## src/dam_pkg.sv

```systemverilog
// package: constants and carriers for the address generator and memory map decode block
package dam_pkg;
  // widths of the address path
  localparam int ADDR_W = 24;
  localparam int PAGE_W = 8;
  localparam int PTR_W = 16;
  localparam int EXT_W = 20;
  localparam int IO_W = 18;
  localparam int NUM_PTR = 4;
  localparam int PTR_SEL_W = $clog2(NUM_PTR);
  localparam int NUM_SETS = 2;
  localparam int NUM_GEN = 2;
  localparam int NUM_BANK = 4;
  localparam int BANK_SEL_W = $clog2(NUM_BANK);
  localparam int RAM_BLKS = 3;
  localparam int RAM_SEL_W = 2;
  // decode sources: two generators and the sequencer
  localparam int NUM_SRC = 3;
  localparam int SRC_D0 = 0;
  localparam int SRC_D1 = 1;
  localparam int SRC_PC = 2;
  // map landmarks
  localparam logic [PAGE_W-1:0] PAGE_INT = 8'h00;
  localparam logic [ADDR_W-1:0] BOOT_BASE = 24'hFF0000;
  localparam logic [ADDR_W-1:0] BOOT_LAST = 24'hFF0FFF;
  localparam logic [PAGE_W-1:0] IO_INT_PAGES = 8'h20;
  // reset start pages of banks 3..0, one byte each
  localparam logic [NUM_BANK*PAGE_W-1:0] BANK_RST = 32'hC0804001;
  // register word indices (byte address is four times the index)
  localparam int REG_AW = 4;
  localparam logic [REG_AW-1:0] REG_CTRL = 4'h0;
  localparam logic [REG_AW-1:0] REG_DPAGE0 = 4'h1;
  localparam logic [REG_AW-1:0] REG_DPAGE1 = 4'h2;
  localparam logic [REG_AW-1:0] REG_JPAGE = 4'h3;
  localparam logic [REG_AW-1:0] REG_BANK0 = 4'h4;
  localparam logic [REG_AW-1:0] REG_BANK_LAST = 4'h7;
  localparam logic [REG_AW-1:0] REG_PC = 4'h8;
  localparam logic [REG_AW-1:0] REG_STATUS = 4'h9;
  // control register fields
  localparam int CTRL_W = 3;
  localparam int CTRL_SEC = 0;
  localparam int CTRL_EXT8 = 1;
  localparam int CTRL_PACK24 = 2;
  localparam logic [CTRL_W-1:0] CTRL_RST = 3'h0;
  localparam int BUS_DW = 32;
  localparam int BUS_BE = 4;

  typedef enum logic [2:0] {DAM_SEQ_NEXT = 3'b000, DAM_SEQ_HOLD = 3'b001, DAM_SEQ_REL = 3'b010,
    DAM_SEQ_DIRECT = 3'b011, DAM_SEQ_INDIR = 3'b100} dam_seq_op_t;
  typedef enum logic [1:0] {DAM_LD_IDX = 2'b00, DAM_LD_MOD = 2'b01, DAM_LD_LEN = 2'b10,
    DAM_LD_BASE = 2'b11} dam_ld_kind_t;
  typedef enum logic [1:0] {DAM_OWN_IO = 2'b00, DAM_OWN_D0 = 2'b01, DAM_OWN_D1 = 2'b10,
    DAM_OWN_PC = 2'b11} dam_own_t;
  typedef enum logic {DAM_BUS_IDLE = 1'b0, DAM_BUS_ACK = 1'b1} dam_bus_st_t;
  typedef struct packed {logic valid; logic [PTR_SEL_W-1:0] ptr; logic [PTR_SEL_W-1:0] mod;
    logic post;} dam_acc_t;
  typedef struct packed {logic valid; logic gen; dam_ld_kind_t kind; logic [PTR_SEL_W-1:0] sel;
    logic [PTR_W-1:0] data;} dam_ld_t;
  typedef struct packed {dam_seq_op_t op; logic [ADDR_W-1:0] imm;} dam_seq_t;
  typedef struct packed {logic valid; logic [IO_W-1:0] addr;} dam_io_t;
  typedef struct packed {logic [RAM_BLKS-1:0] ram; logic rom; logic ext;} dam_sel_t;
endpackage

```

## src/dam_addr_map.sv

```systemverilog
// design: data address generators, sequencer address and memory map decode
// Notes on behaviour
// - two generators, four 16-bit pointers, updated on use
// - pointer pre/post modified by one modify register
// - nonzero length wraps pointer around base
// - circular buffer stays inside one 64K page
// - secondary register set, switched for context swap
// - 8-bit page register tops 24-bit data address
// - second page register pages external data
// - 24-bit program counter, relative flow from it
// - direct transfer takes immediate 24-bit target
// - indirect transfer upper byte from jump page
// - map is 256 pages of 64K words
// - page 0 holds three 16K RAM blocks
// - 4K boot ROM at FF0000, reset starts there
// - four external banks, each own low select
// - I/O pages 1K; low 32 on chip
// - external address 20 lines, width and packing
// - all spaces share one external bus
// - program and data fetch decoded same cycle
// - bank start pages writable at runtime
//
// Our own choices: register access over Avalon-MM and the register offsets.
`timescale 1ns/1ps
module dam_addr_map
  import dam_pkg::*;
(
  input wire logic mclk,
  input wire logic reset,
  // avalon-mm register slave
  input wire logic [REG_AW-1:0] avs_address,
  input wire logic avs_read,
  input wire logic avs_write,
  input wire logic [BUS_BE-1:0] avs_byteenable,
  input wire logic [BUS_DW-1:0] avs_writedata,
  output logic [BUS_DW-1:0] avs_readdata,
  output logic avs_waitrequest,
  // core side requests
  input wire dam_acc_t [NUM_GEN-1:0] dag_acc,
  input wire dam_ld_t reg_ld,
  input wire dam_seq_t seq_cmd,
  input wire dam_io_t io_req,
  // generated addresses and decode
  output logic [NUM_GEN-1:0][ADDR_W-1:0] dag_addr,
  output logic [ADDR_W-1:0] prog_addr_bus,
  output dam_sel_t [NUM_SRC-1:0] src_sel,
  // shared external bus
  output logic [EXT_W-1:0] ext_addr,
  output dam_own_t ext_owner,
  output logic ext_valid,
  output logic ext_stall,
  output logic [NUM_BANK-1:0] bank_select_n,
  output logic io_space_select_n,
  output logic periph_sel,
  output logic [IO_W-1:0] periph_addr
);

  // configuration state
  dam_bus_st_t bus_q;
  logic [CTRL_W-1:0] ctrl_q;
  logic [PAGE_W-1:0] dpage_q [NUM_GEN];
  logic [PAGE_W-1:0] jpage_q;
  logic [PAGE_W-1:0] bank_q [NUM_BANK];
  logic [ADDR_W-1:0] program_counter_q;
  logic [ADDR_W-1:0] program_counter_d;

  // active register set, one bit for all generators
  wire set_sel = ctrl_q[CTRL_SEC];

  // bus decode
  wire bus_req = avs_read | avs_write;
  wire bus_start = bus_req && (bus_q == DAM_BUS_IDLE);
  wire bus_done = bus_req && (bus_q == DAM_BUS_ACK);
  // writable registers are one byte wide at most, so only lane 0 matters
  wire wr_en = bus_done && avs_write && avs_byteenable[0];
  wire [PAGE_W-1:0] wr_byte = avs_writedata[PAGE_W-1:0];
  wire is_bank = (avs_address >= REG_BANK0) && (avs_address <= REG_BANK_LAST);
  wire [BANK_SEL_W-1:0] bank_idx = avs_address[BANK_SEL_W-1:0];
  wire [BUS_DW-1:0] status = BUS_DW'({ext_stall, ext_valid, io_space_select_n, periph_sel,
    ext_owner});
  // unmapped indices read as zero
  wire [BUS_DW-1:0] rd_data =
    (avs_address == REG_CTRL) ? BUS_DW'(ctrl_q) :
    (avs_address == REG_DPAGE0) ? BUS_DW'(dpage_q[0]) :
    (avs_address == REG_DPAGE1) ? BUS_DW'(dpage_q[1]) :
    (avs_address == REG_JPAGE) ? BUS_DW'(jpage_q) :
    is_bank ? BUS_DW'(bank_q[bank_idx]) :
    (avs_address == REG_PC) ? BUS_DW'(program_counter_q) :
    (avs_address == REG_STATUS) ? status : '0;

  // register slave: one wait cycle, then the request completes
  always_ff @(posedge mclk)
  begin
    if (reset)
    begin
      bus_q <= DAM_BUS_IDLE;
      avs_waitrequest <= 1'b1;
      avs_readdata <= '0;
    end
    else
    begin
      bus_q <= bus_start ? DAM_BUS_ACK : DAM_BUS_IDLE;
      avs_waitrequest <= !bus_start;
      // read data captured a cycle early so it comes from a flop
      if (bus_start)
        avs_readdata <= rd_data;
    end
  end

  // software writable configuration
  always_ff @(posedge mclk)
  begin
    if (reset)
    begin
      ctrl_q <= CTRL_RST;
      jpage_q <= '0;
      for (int g = 0; g < NUM_GEN; g++)
        dpage_q[g] <= '0;
      for (int k = 0; k < NUM_BANK; k++)
        bank_q[k] <= BANK_RST[k*PAGE_W +: PAGE_W];
    end
    else if (wr_en)
    begin
      unique case (avs_address)
        REG_CTRL: ctrl_q <= avs_writedata[CTRL_W-1:0];
        REG_DPAGE0: dpage_q[0] <= wr_byte;
        REG_DPAGE1: dpage_q[1] <= wr_byte;
        REG_JPAGE: jpage_q <= wr_byte;
        default:
        begin
          // bank start pages move at runtime; other indices ignored
          if (is_bank)
            bank_q[bank_idx] <= wr_byte;
        end
      endcase
    end
  end

  // address generators
  logic [ADDR_W-1:0] dag_a [NUM_GEN];
  logic [PTR_W-1:0] jump_src [NUM_GEN];

  for (genvar g = 0; g < NUM_GEN; g++)
  begin : gen_dag
    // index, modify, length, base per set
    logic [PTR_W-1:0] i_q [NUM_SETS][NUM_PTR];
    logic [PTR_W-1:0] m_q [NUM_SETS][NUM_PTR];
    logic [PTR_W-1:0] l_q [NUM_SETS][NUM_PTR];
    logic [PTR_W-1:0] b_q [NUM_SETS][NUM_PTR];
    wire dam_acc_t acc = dag_acc[g];
    wire [PTR_W-1:0] cur_i = i_q[set_sel][acc.ptr];
    wire [PTR_W-1:0] cur_m = m_q[set_sel][acc.mod];
    wire [PTR_W-1:0] cur_l = l_q[set_sel][acc.ptr];
    wire [PTR_W-1:0] cur_b = b_q[set_sel][acc.ptr];
    // two spare bits: one for carry, one for sign of modify
    wire [PTR_W+1:0] sum = {2'b00, cur_i} + {{2{cur_m[PTR_W-1]}}, cur_m};
    wire [PTR_W+1:0] top = {2'b00, cur_b} + {2'b00, cur_l};
    wire below = sum[PTR_W+1] || (sum < {2'b00, cur_b});
    wire above = !sum[PTR_W+1] && (sum >= top);
    wire circ = (cur_l != '0);
    // one correction only: modify must not exceed length
    wire [PTR_W+1:0] wrapped = above ? (sum - {2'b00, cur_l}) :
      below ? (sum + {2'b00, cur_l}) : sum;
    // only the low half wraps, page never changes
    wire [PTR_W-1:0] nxt = circ ? wrapped[PTR_W-1:0] : sum[PTR_W-1:0];
    wire [PTR_W-1:0] use_ptr = acc.post ? cur_i : nxt;
    wire ld_hit = reg_ld.valid && (reg_ld.gen == 1'(g));
    // page register above pointer, circular buffer locked in its page
    assign dag_a[g] = {dpage_q[g], use_ptr};
    assign jump_src[g] = i_q[set_sel][seq_cmd.imm[PTR_SEL_W-1:0]];

    // pointer update on use; a core load in the same cycle wins
    always_ff @(posedge mclk)
    begin
      if (reset)
      begin
        for (int s = 0; s < NUM_SETS; s++)
        begin
          for (int p = 0; p < NUM_PTR; p++)
          begin
            i_q[s][p] <= '0;
            m_q[s][p] <= '0;
            l_q[s][p] <= '0;
            b_q[s][p] <= '0;
          end
        end
      end
      else
      begin
        if (acc.valid)
          i_q[set_sel][acc.ptr] <= nxt;
        if (ld_hit)
        begin
          unique case (reg_ld.kind)
            DAM_LD_IDX: i_q[set_sel][reg_ld.sel] <= reg_ld.data;
            DAM_LD_MOD: m_q[set_sel][reg_ld.sel] <= reg_ld.data;
            DAM_LD_LEN: l_q[set_sel][reg_ld.sel] <= reg_ld.data;
            DAM_LD_BASE: b_q[set_sel][reg_ld.sel] <= reg_ld.data;
          endcase
        end
      end
    end
  end

  // sequencer next address
  wire [ADDR_W-1:0] pc_inc = program_counter_q + ADDR_W'(1);
  wire [ADDR_W-1:0] pc_rel = program_counter_q + seq_cmd.imm;
  wire [ADDR_W-1:0] pc_ind = {jpage_q, jump_src[0]};

  // next program counter from the sequencer command
  always_comb
  begin
    unique case (seq_cmd.op)
      DAM_SEQ_NEXT: program_counter_d = pc_inc;
      DAM_SEQ_HOLD: program_counter_d = program_counter_q;
      DAM_SEQ_REL: program_counter_d = pc_rel;
      DAM_SEQ_DIRECT: program_counter_d = seq_cmd.imm;
      DAM_SEQ_INDIR: program_counter_d = pc_ind;
      default: program_counter_d = program_counter_q;
    endcase
  end

  // program counter starts in boot rom
  always_ff @(posedge mclk)
  begin
    if (reset)
      program_counter_q <= BOOT_BASE;
    else
      program_counter_q <= program_counter_d;
  end
  assign prog_addr_bus = program_counter_q;

  // decode sources: both data generators and the fetch, in parallel
  logic [ADDR_W-1:0] src_a [NUM_SRC];
  logic src_v [NUM_SRC];
  dam_sel_t sel_d [NUM_SRC];
  wire [NUM_BANK-1:0] bank_hit [NUM_SRC];
  wire [NUM_SRC-1:0] ext_req;
  assign src_a[SRC_D0] = dag_a[0];
  assign src_a[SRC_D1] = dag_a[1];
  assign src_a[SRC_PC] = program_counter_d;
  assign src_v[SRC_D0] = dag_acc[0].valid;
  assign src_v[SRC_D1] = dag_acc[1].valid;
  assign src_v[SRC_PC] = (seq_cmd.op != DAM_SEQ_HOLD);

  for (genvar s = 0; s < NUM_SRC; s++)
  begin : gen_dec
    // page number is the top byte of the word address
    wire [PAGE_W-1:0] pg = src_a[s][ADDR_W-1 -: PAGE_W];
    wire [PTR_W-1:0] off = src_a[s][PTR_W-1:0];
    wire rom = (src_a[s] >= BOOT_BASE) && (src_a[s] <= BOOT_LAST);
    wire [RAM_BLKS-1:0] ram_hit;
    for (genvar k = 0; k < RAM_BLKS; k++)
    begin : gen_ram
      // 16K blocks picked by the top two offset bits of page 0
      assign ram_hit[k] = src_v[s] && (pg == PAGE_INT) &&
        (off[PTR_W-1 -: RAM_SEL_W] == RAM_SEL_W'(k));
    end
    // the rest of page 0 above the blocks decodes to nothing
    wire ext = src_v[s] && (pg != PAGE_INT) && !rom;
    assign sel_d[s] = {ram_hit, src_v[s] && rom, ext};
    assign ext_req[s] = ext;
    for (genvar k = 0; k < NUM_BANK; k++)
    begin : gen_bank
      // a bank runs from its start page up to the next bank's start
      if (k == NUM_BANK - 1)
      begin : gen_last
        assign bank_hit[s][k] = (pg >= bank_q[k]);
      end
      else
      begin : gen_mid
        assign bank_hit[s][k] = (pg >= bank_q[k]) && (pg < bank_q[k+1]);
      end
    end
  end

  // i/o space: 1K pages, low pages stay on chip
  wire [PAGE_W-1:0] io_page = io_req.addr[IO_W-1 -: PAGE_W];
  wire io_ext = io_req.valid && (io_page >= IO_INT_PAGES);
  wire io_int = io_req.valid && (io_page < IO_INT_PAGES);

  // shared external bus: i/o, data 0, data 1, then fetch
  wire d0_win = !io_ext && ext_req[SRC_D0];
  wire d1_win = !io_ext && !ext_req[SRC_D0] && ext_req[SRC_D1];
  wire pc_win = !io_ext && !ext_req[SRC_D0] && !ext_req[SRC_D1] && ext_req[SRC_PC];
  wire any_ext = io_ext || (|ext_req);
  // losers are flagged, the core is expected to retry them
  wire clash = (io_ext && (|ext_req)) || (ext_req[SRC_D0] && (|ext_req[SRC_PC:SRC_D1])) ||
    (ext_req[SRC_D1] && ext_req[SRC_PC]);
  wire dam_own_t own_d = io_ext ? DAM_OWN_IO : d0_win ? DAM_OWN_D0 :
    d1_win ? DAM_OWN_D1 : DAM_OWN_PC;
  // external data always paged by the second page register
  wire [ADDR_W-1:0] win_word = io_ext ? ADDR_W'(io_req.addr) :
    d0_win ? {dpage_q[1], src_a[SRC_D0][PTR_W-1:0]} :
    d1_win ? {dpage_q[1], src_a[SRC_D1][PTR_W-1:0]} : src_a[SRC_PC];
  wire [NUM_BANK-1:0] win_bank = d0_win ? bank_hit[SRC_D0] :
    d1_win ? bank_hit[SRC_D1] : pc_win ? bank_hit[SRC_PC] : '0;

  // external word to pin address: 8-bit bus and packed wide words
  wire ext8 = ctrl_q[CTRL_EXT8];
  wire wide = pc_win && ctrl_q[CTRL_PACK24];
  wire [ADDR_W+1:0] w = {2'b00, win_word};
  wire [ADDR_W+1:0] w2 = {w[ADDR_W:0], 1'b0};
  // three bytes per packed word on 8-bit, two otherwise
  wire [ADDR_W+1:0] phys = ext8 ? (wide ? (w + w2) : w2) : (wide ? w2 : w);

  // registered outputs
  always_ff @(posedge mclk)
  begin
    if (reset)
    begin
      for (int g = 0; g < NUM_GEN; g++)
        dag_addr[g] <= '0;
      src_sel <= '0;
      ext_addr <= '0;
      ext_owner <= DAM_OWN_IO;
      ext_valid <= 1'b0;
      ext_stall <= 1'b0;
      bank_select_n <= '1;
      io_space_select_n <= 1'b1;
      periph_sel <= 1'b0;
      periph_addr <= '0;
    end
    else
    begin
      for (int g = 0; g < NUM_GEN; g++)
        dag_addr[g] <= dag_a[g];
      for (int s = 0; s < NUM_SRC; s++)
        src_sel[s] <= sel_d[s];
      ext_addr <= phys[EXT_W-1:0];
      ext_owner <= own_d;
      ext_valid <= any_ext;
      ext_stall <= clash;
      bank_select_n <= ~win_bank;
      io_space_select_n <= !io_ext;
      periph_sel <= io_int;
      periph_addr <= io_req.addr;
    end
  end

endmodule // dam_addr_map

```

## config.mk

```make
export PLATFORM = sky130hd
export DESIGN_NAME = dam_addr_map
export DESIGN_NICKNAME = d
export VERILOG_FILES = /design/src/dam_pkg.sv /design/src/dam_addr_map.sv
export SDC_FILE = /design/constraint.sdc
export NUM_CORES = 2
export LEC_CHECK = 0
export BUFFER_PORTS_ARGS = -buffer_cell sky130_fd_sc_hd__buf_4
export CAP_MARGIN = 20
export CORE_MARGIN = 1
export CORE_UTILIZATION = 45
export CTS_CLUSTER_DIAMETER = 30
export DETAILED_ROUTE_END_ITERATION = 12
export HOLD_SLACK_MARGIN = 0.03
export SYNTH_ARGS = -nofsm -noshare
export SYNTH_HDL_FRONTEND = slang
export SYNTH_SLANG_ARGS = --single-unit
```

## constraint.sdc

```tcl
create_clock -name mclk -period 15.6 [get_ports mclk]
set_input_delay 3.12 -clock mclk [delete_from_list [all_inputs] [get_ports mclk]]
set_output_delay 3.12 -clock mclk [all_outputs]
set_load 0.005 [all_outputs]
```

## Word level (Yosys, flattened, before mapping)

Memories as Yosys holds them, arrays and structs flattened. A register that Yosys moved wholly into a read port is not among the register bits.
Cells that the tools add are included.

- Register bits after elaboration: 180
- Latch bits: 0
- Memories kept: 10
- Word-level logic and storage cells: 632
- Memory bits (writable): 1072
- Input port bits: 124
- Memory bits (read-only): 0
- Output and inout port bits: 168

Memories:

| memory | depth | width | rd ports | clocked after Yosys merged registers in | write ports | RTL line | source |
|---|---|---|---|---|---|---|---|
| gen_dag[0].b_q | 2 | 64 | 1 | 1 | 2 | dam_addr_map.sv:149 | `logic [PTR_W-1:0] b_q [NUM_SETS][NUM_PTR];` |
| gen_dag[0].i_q | 2 | 64 | 1 | 1 | 2 | dam_addr_map.sv:146 | `logic [PTR_W-1:0] i_q [NUM_SETS][NUM_PTR];` |
| gen_dag[0].l_q | 2 | 64 | 1 | 1 | 2 | dam_addr_map.sv:148 | `logic [PTR_W-1:0] l_q [NUM_SETS][NUM_PTR];` |
| gen_dag[0].m_q | 2 | 64 | 1 | 1 | 2 | dam_addr_map.sv:147 | `logic [PTR_W-1:0] m_q [NUM_SETS][NUM_PTR];` |
| gen_dag[1].b_q | 2 | 64 | 1 | 1 | 2 | dam_addr_map.sv:149 |  |
| gen_dag[1].i_q | 2 | 64 | 1 | 1 | 2 | dam_addr_map.sv:146 |  |
| +4 memories | n/a | n/a | n/a | n/a | n/a | n/a |  |

- Shifts and indexed selects: 0
- Equality and inequality tests: 18
- Multiply operators: 0
- Divide/modulo/power cells: 0
- Bitwise logic cells: 140
- Magnitude comparators: 44
- Multiplexer cells: 283
- Add/sub/neg operators: 11
- Reductions and logical operators: 100

Operators by type and width:

| operator | count |
|---|---|
| two-way mux 64 bit | 26 |
| OR reduction 64 bit | 8 |
| two-way mux 16 bit | 29 |
| binary-select mux 16 bit (select 2 bit) | 9 |
| two-way mux 1 bit | 195 |
| two-way mux 24 bit | 6 |
| bitwise OR 1 bit | 131 |
| two-way mux 20 bit | 6 |
| demux 16 bit (select 2 bit) | 3 |
| greater-or-equal comparator 8 bit | 12 |
| one-hot mux 24 bit (4 select lines) | 1 |
| greater-or-equal comparator 24 bit, second input constant | 3 |
| less-or-equal comparator 24 bit, second input constant | 3 |
| less-than comparator 8 bit | 9 |
| logical AND 1 bit | 56 |
| adder 17 x 16 -> 18 bit | 2 |
| greater-or-equal comparator 18 x 17 -> 1 bit | 2 |
| less-than comparator 18 x 16 -> 1 bit | 2 |
| adder 16 x 16 -> 17 bit | 2 |
| adder 16 bit | 2 |
| nonzero test 16 bit | 2 |
| subtractor 16 bit | 2 |
| adder 24 x 1 -> 24 bit, second input constant | 1 |
| adder 24 bit | 1 |
| other kinds (34) | 83 |

## Depth between registers and ports, before layout

- Depth after elaboration: 24
- Gate-level depth with buffers: 65
- Depth with buffers taken out: 51

## Worst setup path after synthesis

No wires, ideal clock.

- Kind: input to register
- Start point: input dag_acc[10] (netlist name)
- End point: register ext_addr[19]
- Path buffers: 11
- Data arrival time: 14.556 ns
- Setup slack: 0.958 ns
- Setup time: 0.086 ns
- Cell stages on the path: 57
- Data required time: 15.514 ns
- Cell sequence: clkbuf_1 > buf_2 > buf_2 > buf_1 > clkbuf_1 > buf_1 > clkbuf_1 > clkbuf_1 > mux4_2 > mux2i_1 > inv_1 > ha_1 > a21o_1 > a21oi_1 > o21bai_1 > a21oi_1 > o21bai_1 > a21oi_1 > [21 not listed] > clkbuf_1 > mux2_2 > nand2_1 > o21ai_0 > mux2i_1 > inv_1 > ha_1 > a21o_1 > nand2_1 > a211oi_1 > a311oi_1 > a31o_1 > a21oi_2 > o21ai_2 > a31o_2 > o41a_1 > o21a_1 > a221oi_2

- Word-level cells in the longest chain between the ends: 22
- Elaborated cells between the ends (all ways): 41
- Those cells by class: add/sub (5); order compare (4); mux (19); bitwise (1); reduce/logical (12)

RTL lines:

| element | RTL line | source |
|---|---|---|
| start: declaration | dam_addr_map.sv:39 | `input wire dam_acc_t [NUM_GEN-1:0] dag_acc,` |
| inverter 2 -> 3 bit (implied by the code) * | dam_addr_map.sv:151, dam_addr_map.sv:153, dam_addr_map.sv:154 |  |
| binary-select mux 16 bit (select 2 bit) | dam_addr_map.sv:151 | `wire [PTR_W-1:0] cur_i = i_q[set_sel][acc.ptr];` |
| two-way mux 16 bit (implied by the code) (2 in a row) | dam_addr_map.sv:151 |  |
| adder 17 x 16 -> 18 bit | dam_addr_map.sv:156 | `wire [PTR_W+1:0] sum = {2'b00, cur_i} + {{2{cur_m[PTR_W-1]}}, cur_m};` |
| less-than comparator 18 x 16 -> 1 bit | dam_addr_map.sv:158 | `wire below = sum[PTR_W+1] \|\| (sum < {2'b00, cur_b});` |
| logical OR 1 bit | dam_addr_map.sv:158 |  |
| two-way mux 16 bit | dam_addr_map.sv:163 | `below ? (sum + {2'b00, cur_l}) : sum;` |
| two-way mux 16 bit | dam_addr_map.sv:162 | `wire [PTR_W+1:0] wrapped = above ? (sum - {2'b00, cur_l}) :` |
| [5 not listed] | n/a |  |
| logical AND 1 bit | dam_addr_map.sv:260 | `wire ext = src_v[s] && (pg != PAGE_INT) && !rom;` |
| logical AND 1 bit | dam_addr_map.sv:284 | `wire d1_win = !io_ext && !ext_req[SRC_D0] && ext_req[SRC_D1];` |
| two-way mux 20 bit | dam_addr_map.sv:295 | `d1_win ? {dpage_q[1], src_a[SRC_D1][PTR_W-1:0]} : src_a[SRC_PC];` |
| two-way mux 20 bit | dam_addr_map.sv:294 | `d0_win ? {dpage_q[1], src_a[SRC_D0][PTR_W-1:0]} :` |
| two-way mux 20 bit | dam_addr_map.sv:293 | `wire [ADDR_W-1:0] win_word = io_ext ? ADDR_W'(io_req.addr) :` |
| adder 20 bit | dam_addr_map.sv:305 | `wire [ADDR_W+1:0] phys = ext8 ? (wide ? (w + w2) : w2) : (wide ? w2 : w);` |
| two-way mux 20 bit | dam_addr_map.sv:305 |  |
| two-way mux 20 bit * | dam_addr_map.sv:305 |  |
| end signal: assignment | dam_addr_map.sv:330 | `ext_addr <= phys[EXT_W-1:0];` |
| end: declaration | dam_addr_map.sv:48 | `output logic [EXT_W-1:0] ext_addr,` |

Mark *: on every way between the ends. The rest lies on a longest branch, timed or not. The select of a mux whose other input is x is not followed.
A chain may end at the register's enable or synchronous reset.

## Worst setup path in the final report

Same ends and word-level chain as after synthesis.

==> key figures <==
Timing
  • Unrepaired setup endpoints after global routing: no
  • Setup TNS: 0 ns
  • Final hold vios: 0
  • Maximum clock rate: between 70 and 80 MHz
  • Layout Skew: around 0.065 ns
  • Worst-Margin Slew: between 1 and 1.5 ns
  • Final-report max-slew violation count: 0
  • Period utilisation layout: 89.27%
  • Slew headroom: approximately a fifth
  • Min Tclk post-route: 13.93 ns
  • Setup violators final: 0

CTS
  • Worst-skew pair later-pin latency: 0.89 ns
  • CTS tree: yes
  • Clock transition at path regs: roughly 0.050 ns
  • Hold-fix buffers, CTS: 0
  • Clock tree buffer depth: 4
  • Post-CTS sizing: 0
  • Setup repair bufs after CTS: 0
  • Root Buffer: clkbuf_16
  • Num CTS Buffers: 290
  • H-tree level count: 5
  • CTS sink cnt: 1,245

Global route
  • Initial antenna violation count: 12
  • Congestion Overflow GR: 0
  • Largest net degree at the start of global routing: 93
  • Vias in the first global route: 49,210
  • Gr usage total: between 20 and 30%
  • Global-route wire length before repair: 323.3 mm

Route
  • Post-DRT Antenna Nets: 0
  • Drt drc: 0
  • Via count: 49,664
  • Initial drt markers: 4,935
  • DR WL/cell: 26.44 µm
  • DRT Pass-1 Iters: 7
  • Detailed Route WL: 220.8 mm
  • Vias/cell: 5.948

Power and ir drop
  • Leak: 32.24 nW
  • Maximum vdd drop: 0.1319 mV
  • Pwr Density: 160.1 nW/µm²
  • Int Power: 9.206 mW
  • Switching pwr: 4.090 mW
  • Sequential share of power: 30.1%
  • Comb power frac: between 20% and 30%
  • Clock power share: 45.0%
  • Net Sw Frac: 30.76%

Synthesis
  • Post-synth ARST share: 0%
  • Ys Warns: 0
  • Post-synth cell types: 101
  • Post-synth top flop: edfxtp_1
  • Yosys reg bits: 1,245
  • Top-count cell post-synth: edfxtp_1
  • Cell type with the highest aggregate area in the netlist: edfxtp_1
  • Area contributors post-synth: edfxtp_1 47%, mux4_2 9.6%, ha_1 5.8%
  • Top cell type's share of synthesized area: ~47%
  • EDFF count, synth: ~1,100
  • Commonest cells post-synth: 1,072 x edfxtp_1, 604 x and2_1, 517 x nor2_1, 319 x ha_1, 296 x mux4_2
  • Synthesized area per cell: 11.96 µm²
  • Synthesized cell area: 69,230 µm²
  • Seq/Total Area, Yosys: 51.50%
  • Synth Instances: 5,787

Finish
  • Finished Layout Cells: 8,350
  • Fin area: around 83,000 µm²
  • Share of layout cells above drive strength 1: 20.74%
  • Layout area overhead: 19.94%
  • Final #Nets: 6,555

Place
  • GPL Wtd Cong: 0.9288
  • Port Buffers: 256
  • Hpwl dp: approximately 150 mm
  • DP Area: 73,260 µm²
  • Post-placement cell count: slightly below 8,000

Floorplan
  • Die area: around 160,000 µm²
  • Row Count: 143
  • Die Y: around 390 µm
  • Top Ports: 292
  • Core area: between 150,000 and 200,000 µm²
  • Starting Density: between 40% and 50%
  • Die width: 394.2 µm

Job
  • Max-cap viol count: 0

Worst setup path
  • Cell depth of the worst flop-to-flop path: 51
  • Most frequent CP cell: a21oi_1
  • Critical Path End Type: flip-flop
  • Max FO, Critical Path: 18
  • Startpoint types: input port
  • Arr. time, crit path: 14.73 ns
  • Worst path max stage delay: 0.67 ns
  • Critical path type: in2reg
  • Req. time, crit path: 16.40 ns
  • CP max-delay cell: a2111oi_0

Run status
  • Status: completed

Hold path
  • Hold Crit Depth: 2
  • Hold Crit Class: reg2reg
[cell usage in the layout (no fill, tap or decap), types with 26 or more instances in the layout]
cell type   netlist  routed
a2111oi_0        27      27
a211oi_1         67      67
a21o_1           74      74
a21oi_1         294     294
a22o_1           26      26
and2_1          604     604
and3_1           52      52
buf_4            21     373
bufinv_16         0      36
clkbuf_1        283      37
clkbuf_16         0     300
clkinv_1          0      27
clkinv_2          0      34
clkinvlp_4        0      31
dfxtp_1         173     172
edfxtp_1       1072    1072
ha_1            319     319
inv_1           233     233
mux2_2           79      79
mux2i_1         142     141
mux4_2          296     296
nand2_1         259     259
nand2b_1         68      68
nand3_1          53      53
nand4_1          48      48
nor2_1          517     511
nor2b_1         106     105
nor3_1          120     119
nor4_1           30      28
o21a_1           38      38
o21ai_0         182     181
o21bai_1         67      54
o22ai_1          31      31
or2_2            46      46
xnor2_1          76      76
[metal layers]
| metal | global-route usage, % | wire length, µm | vias up |
|---|---|---|---|
| li1 | - | - | 22314 |
| met1 | 36.81 | 89750 | 24618 |
| met2 | 45.27 | 103500 | 2272 |
| met3 | 5.541 | 18260 | 450 |
| met4 | 11.94 | 9132 | 10 |
| met5 | 0 | 65 | - |
[final cells by class]
type                       instances  area (µm²)
fill                           12573       69230
sequential                      1245       35660
multi-input combinational       3941       31270
clock buffer                     342        7715
timing repair buffer             390        3053
tap                             2030        2540
clock inverter                   164        1906
inverter                         234       878.3
antenna                            4       10.01
[flip-flops by register name, indices dropped and copies added (netlist names), 15 cells and up, named ones only]
signal         flops
gen_dag.m_q      256
bank_q            32
avs_readdata      24
dpage_q           16
periph_addr       18
ext_addr          20
gen_dag.l_q      256
gen_dag.b_q      256
dag_addr          48
src_sel           15
gen_dag.i_q      256
prog_addr_bus     24
[stage by stage]
stage          setup slack [ns]  hold slack [ns]  total power [mW]  utilization [%]
5_1_grt                  0.8847           0.4828             13.81            54.53
2_1_floorplan            0.9576           0.4487             6.177                -
3_3_place_gp              1.030           0.4464             7.224            48.08
4_1_cts                   1.793           0.4655             13.28            54.43
3_5_place_dp             0.8940           0.4543             7.286            48.11
6_report                  1.674           0.4595             13.30            54.53
[worst max-delay path, delay by kind of cell]
family / cells / cell delay, ns
muxes: 4 / 1.32
xor gates and xnor gates: 1 / 0.18
adders and majority gates: 4 / 1.17
buffers and inverters: 6 / 0.97
AOI/OAI and AO/OA: 31 / 7.12
and+or+nand+nor: 5 / 0.81
[kinds of logic (layout without fill, tap and decap cells)]
logic type	after synthesis	count (layout)	share of synthesized area, %
DFF	1245	1245	51.50
other	1	12	0.005417
AOI/OAI and AO/OA	1028	1028	9.952
xor gates and xnor gates	95	95	1.202
and+or+nand+nor	1960	1960	14.73
adders and majority gates	331	331	6.084
buffers and inverters	608	1130	3.510
muxes	519	519	13.02
[final timing paths]
| kind | from | endpoint | slack [ns] |
|---|---|---|---|
| setup / recovery | dag_acc[10] | ext_addr[19] | 1.67 |
| hold / removal | avs_readdata[2] | avs_readdata[2] | 0.46 |
| setup reg to reg | flip-flop | ext_addr[19] | 3.01 |
| hold reg to reg | avs_readdata[2] | avs_readdata[2] | 0.46 |
[power groups by stage]
stage               clock [mW]  combinational, mW  sequential [mW]
floorplan                    0               2.17             4.01
global placement             0               3.18             4.05
detailed placement           0               3.23             4.06
CTS                       6.03               3.25             4.00
global route              6.19               3.60             4.02
finish                    5.98               3.32             4.00
(Power assumes the default switching activity.)
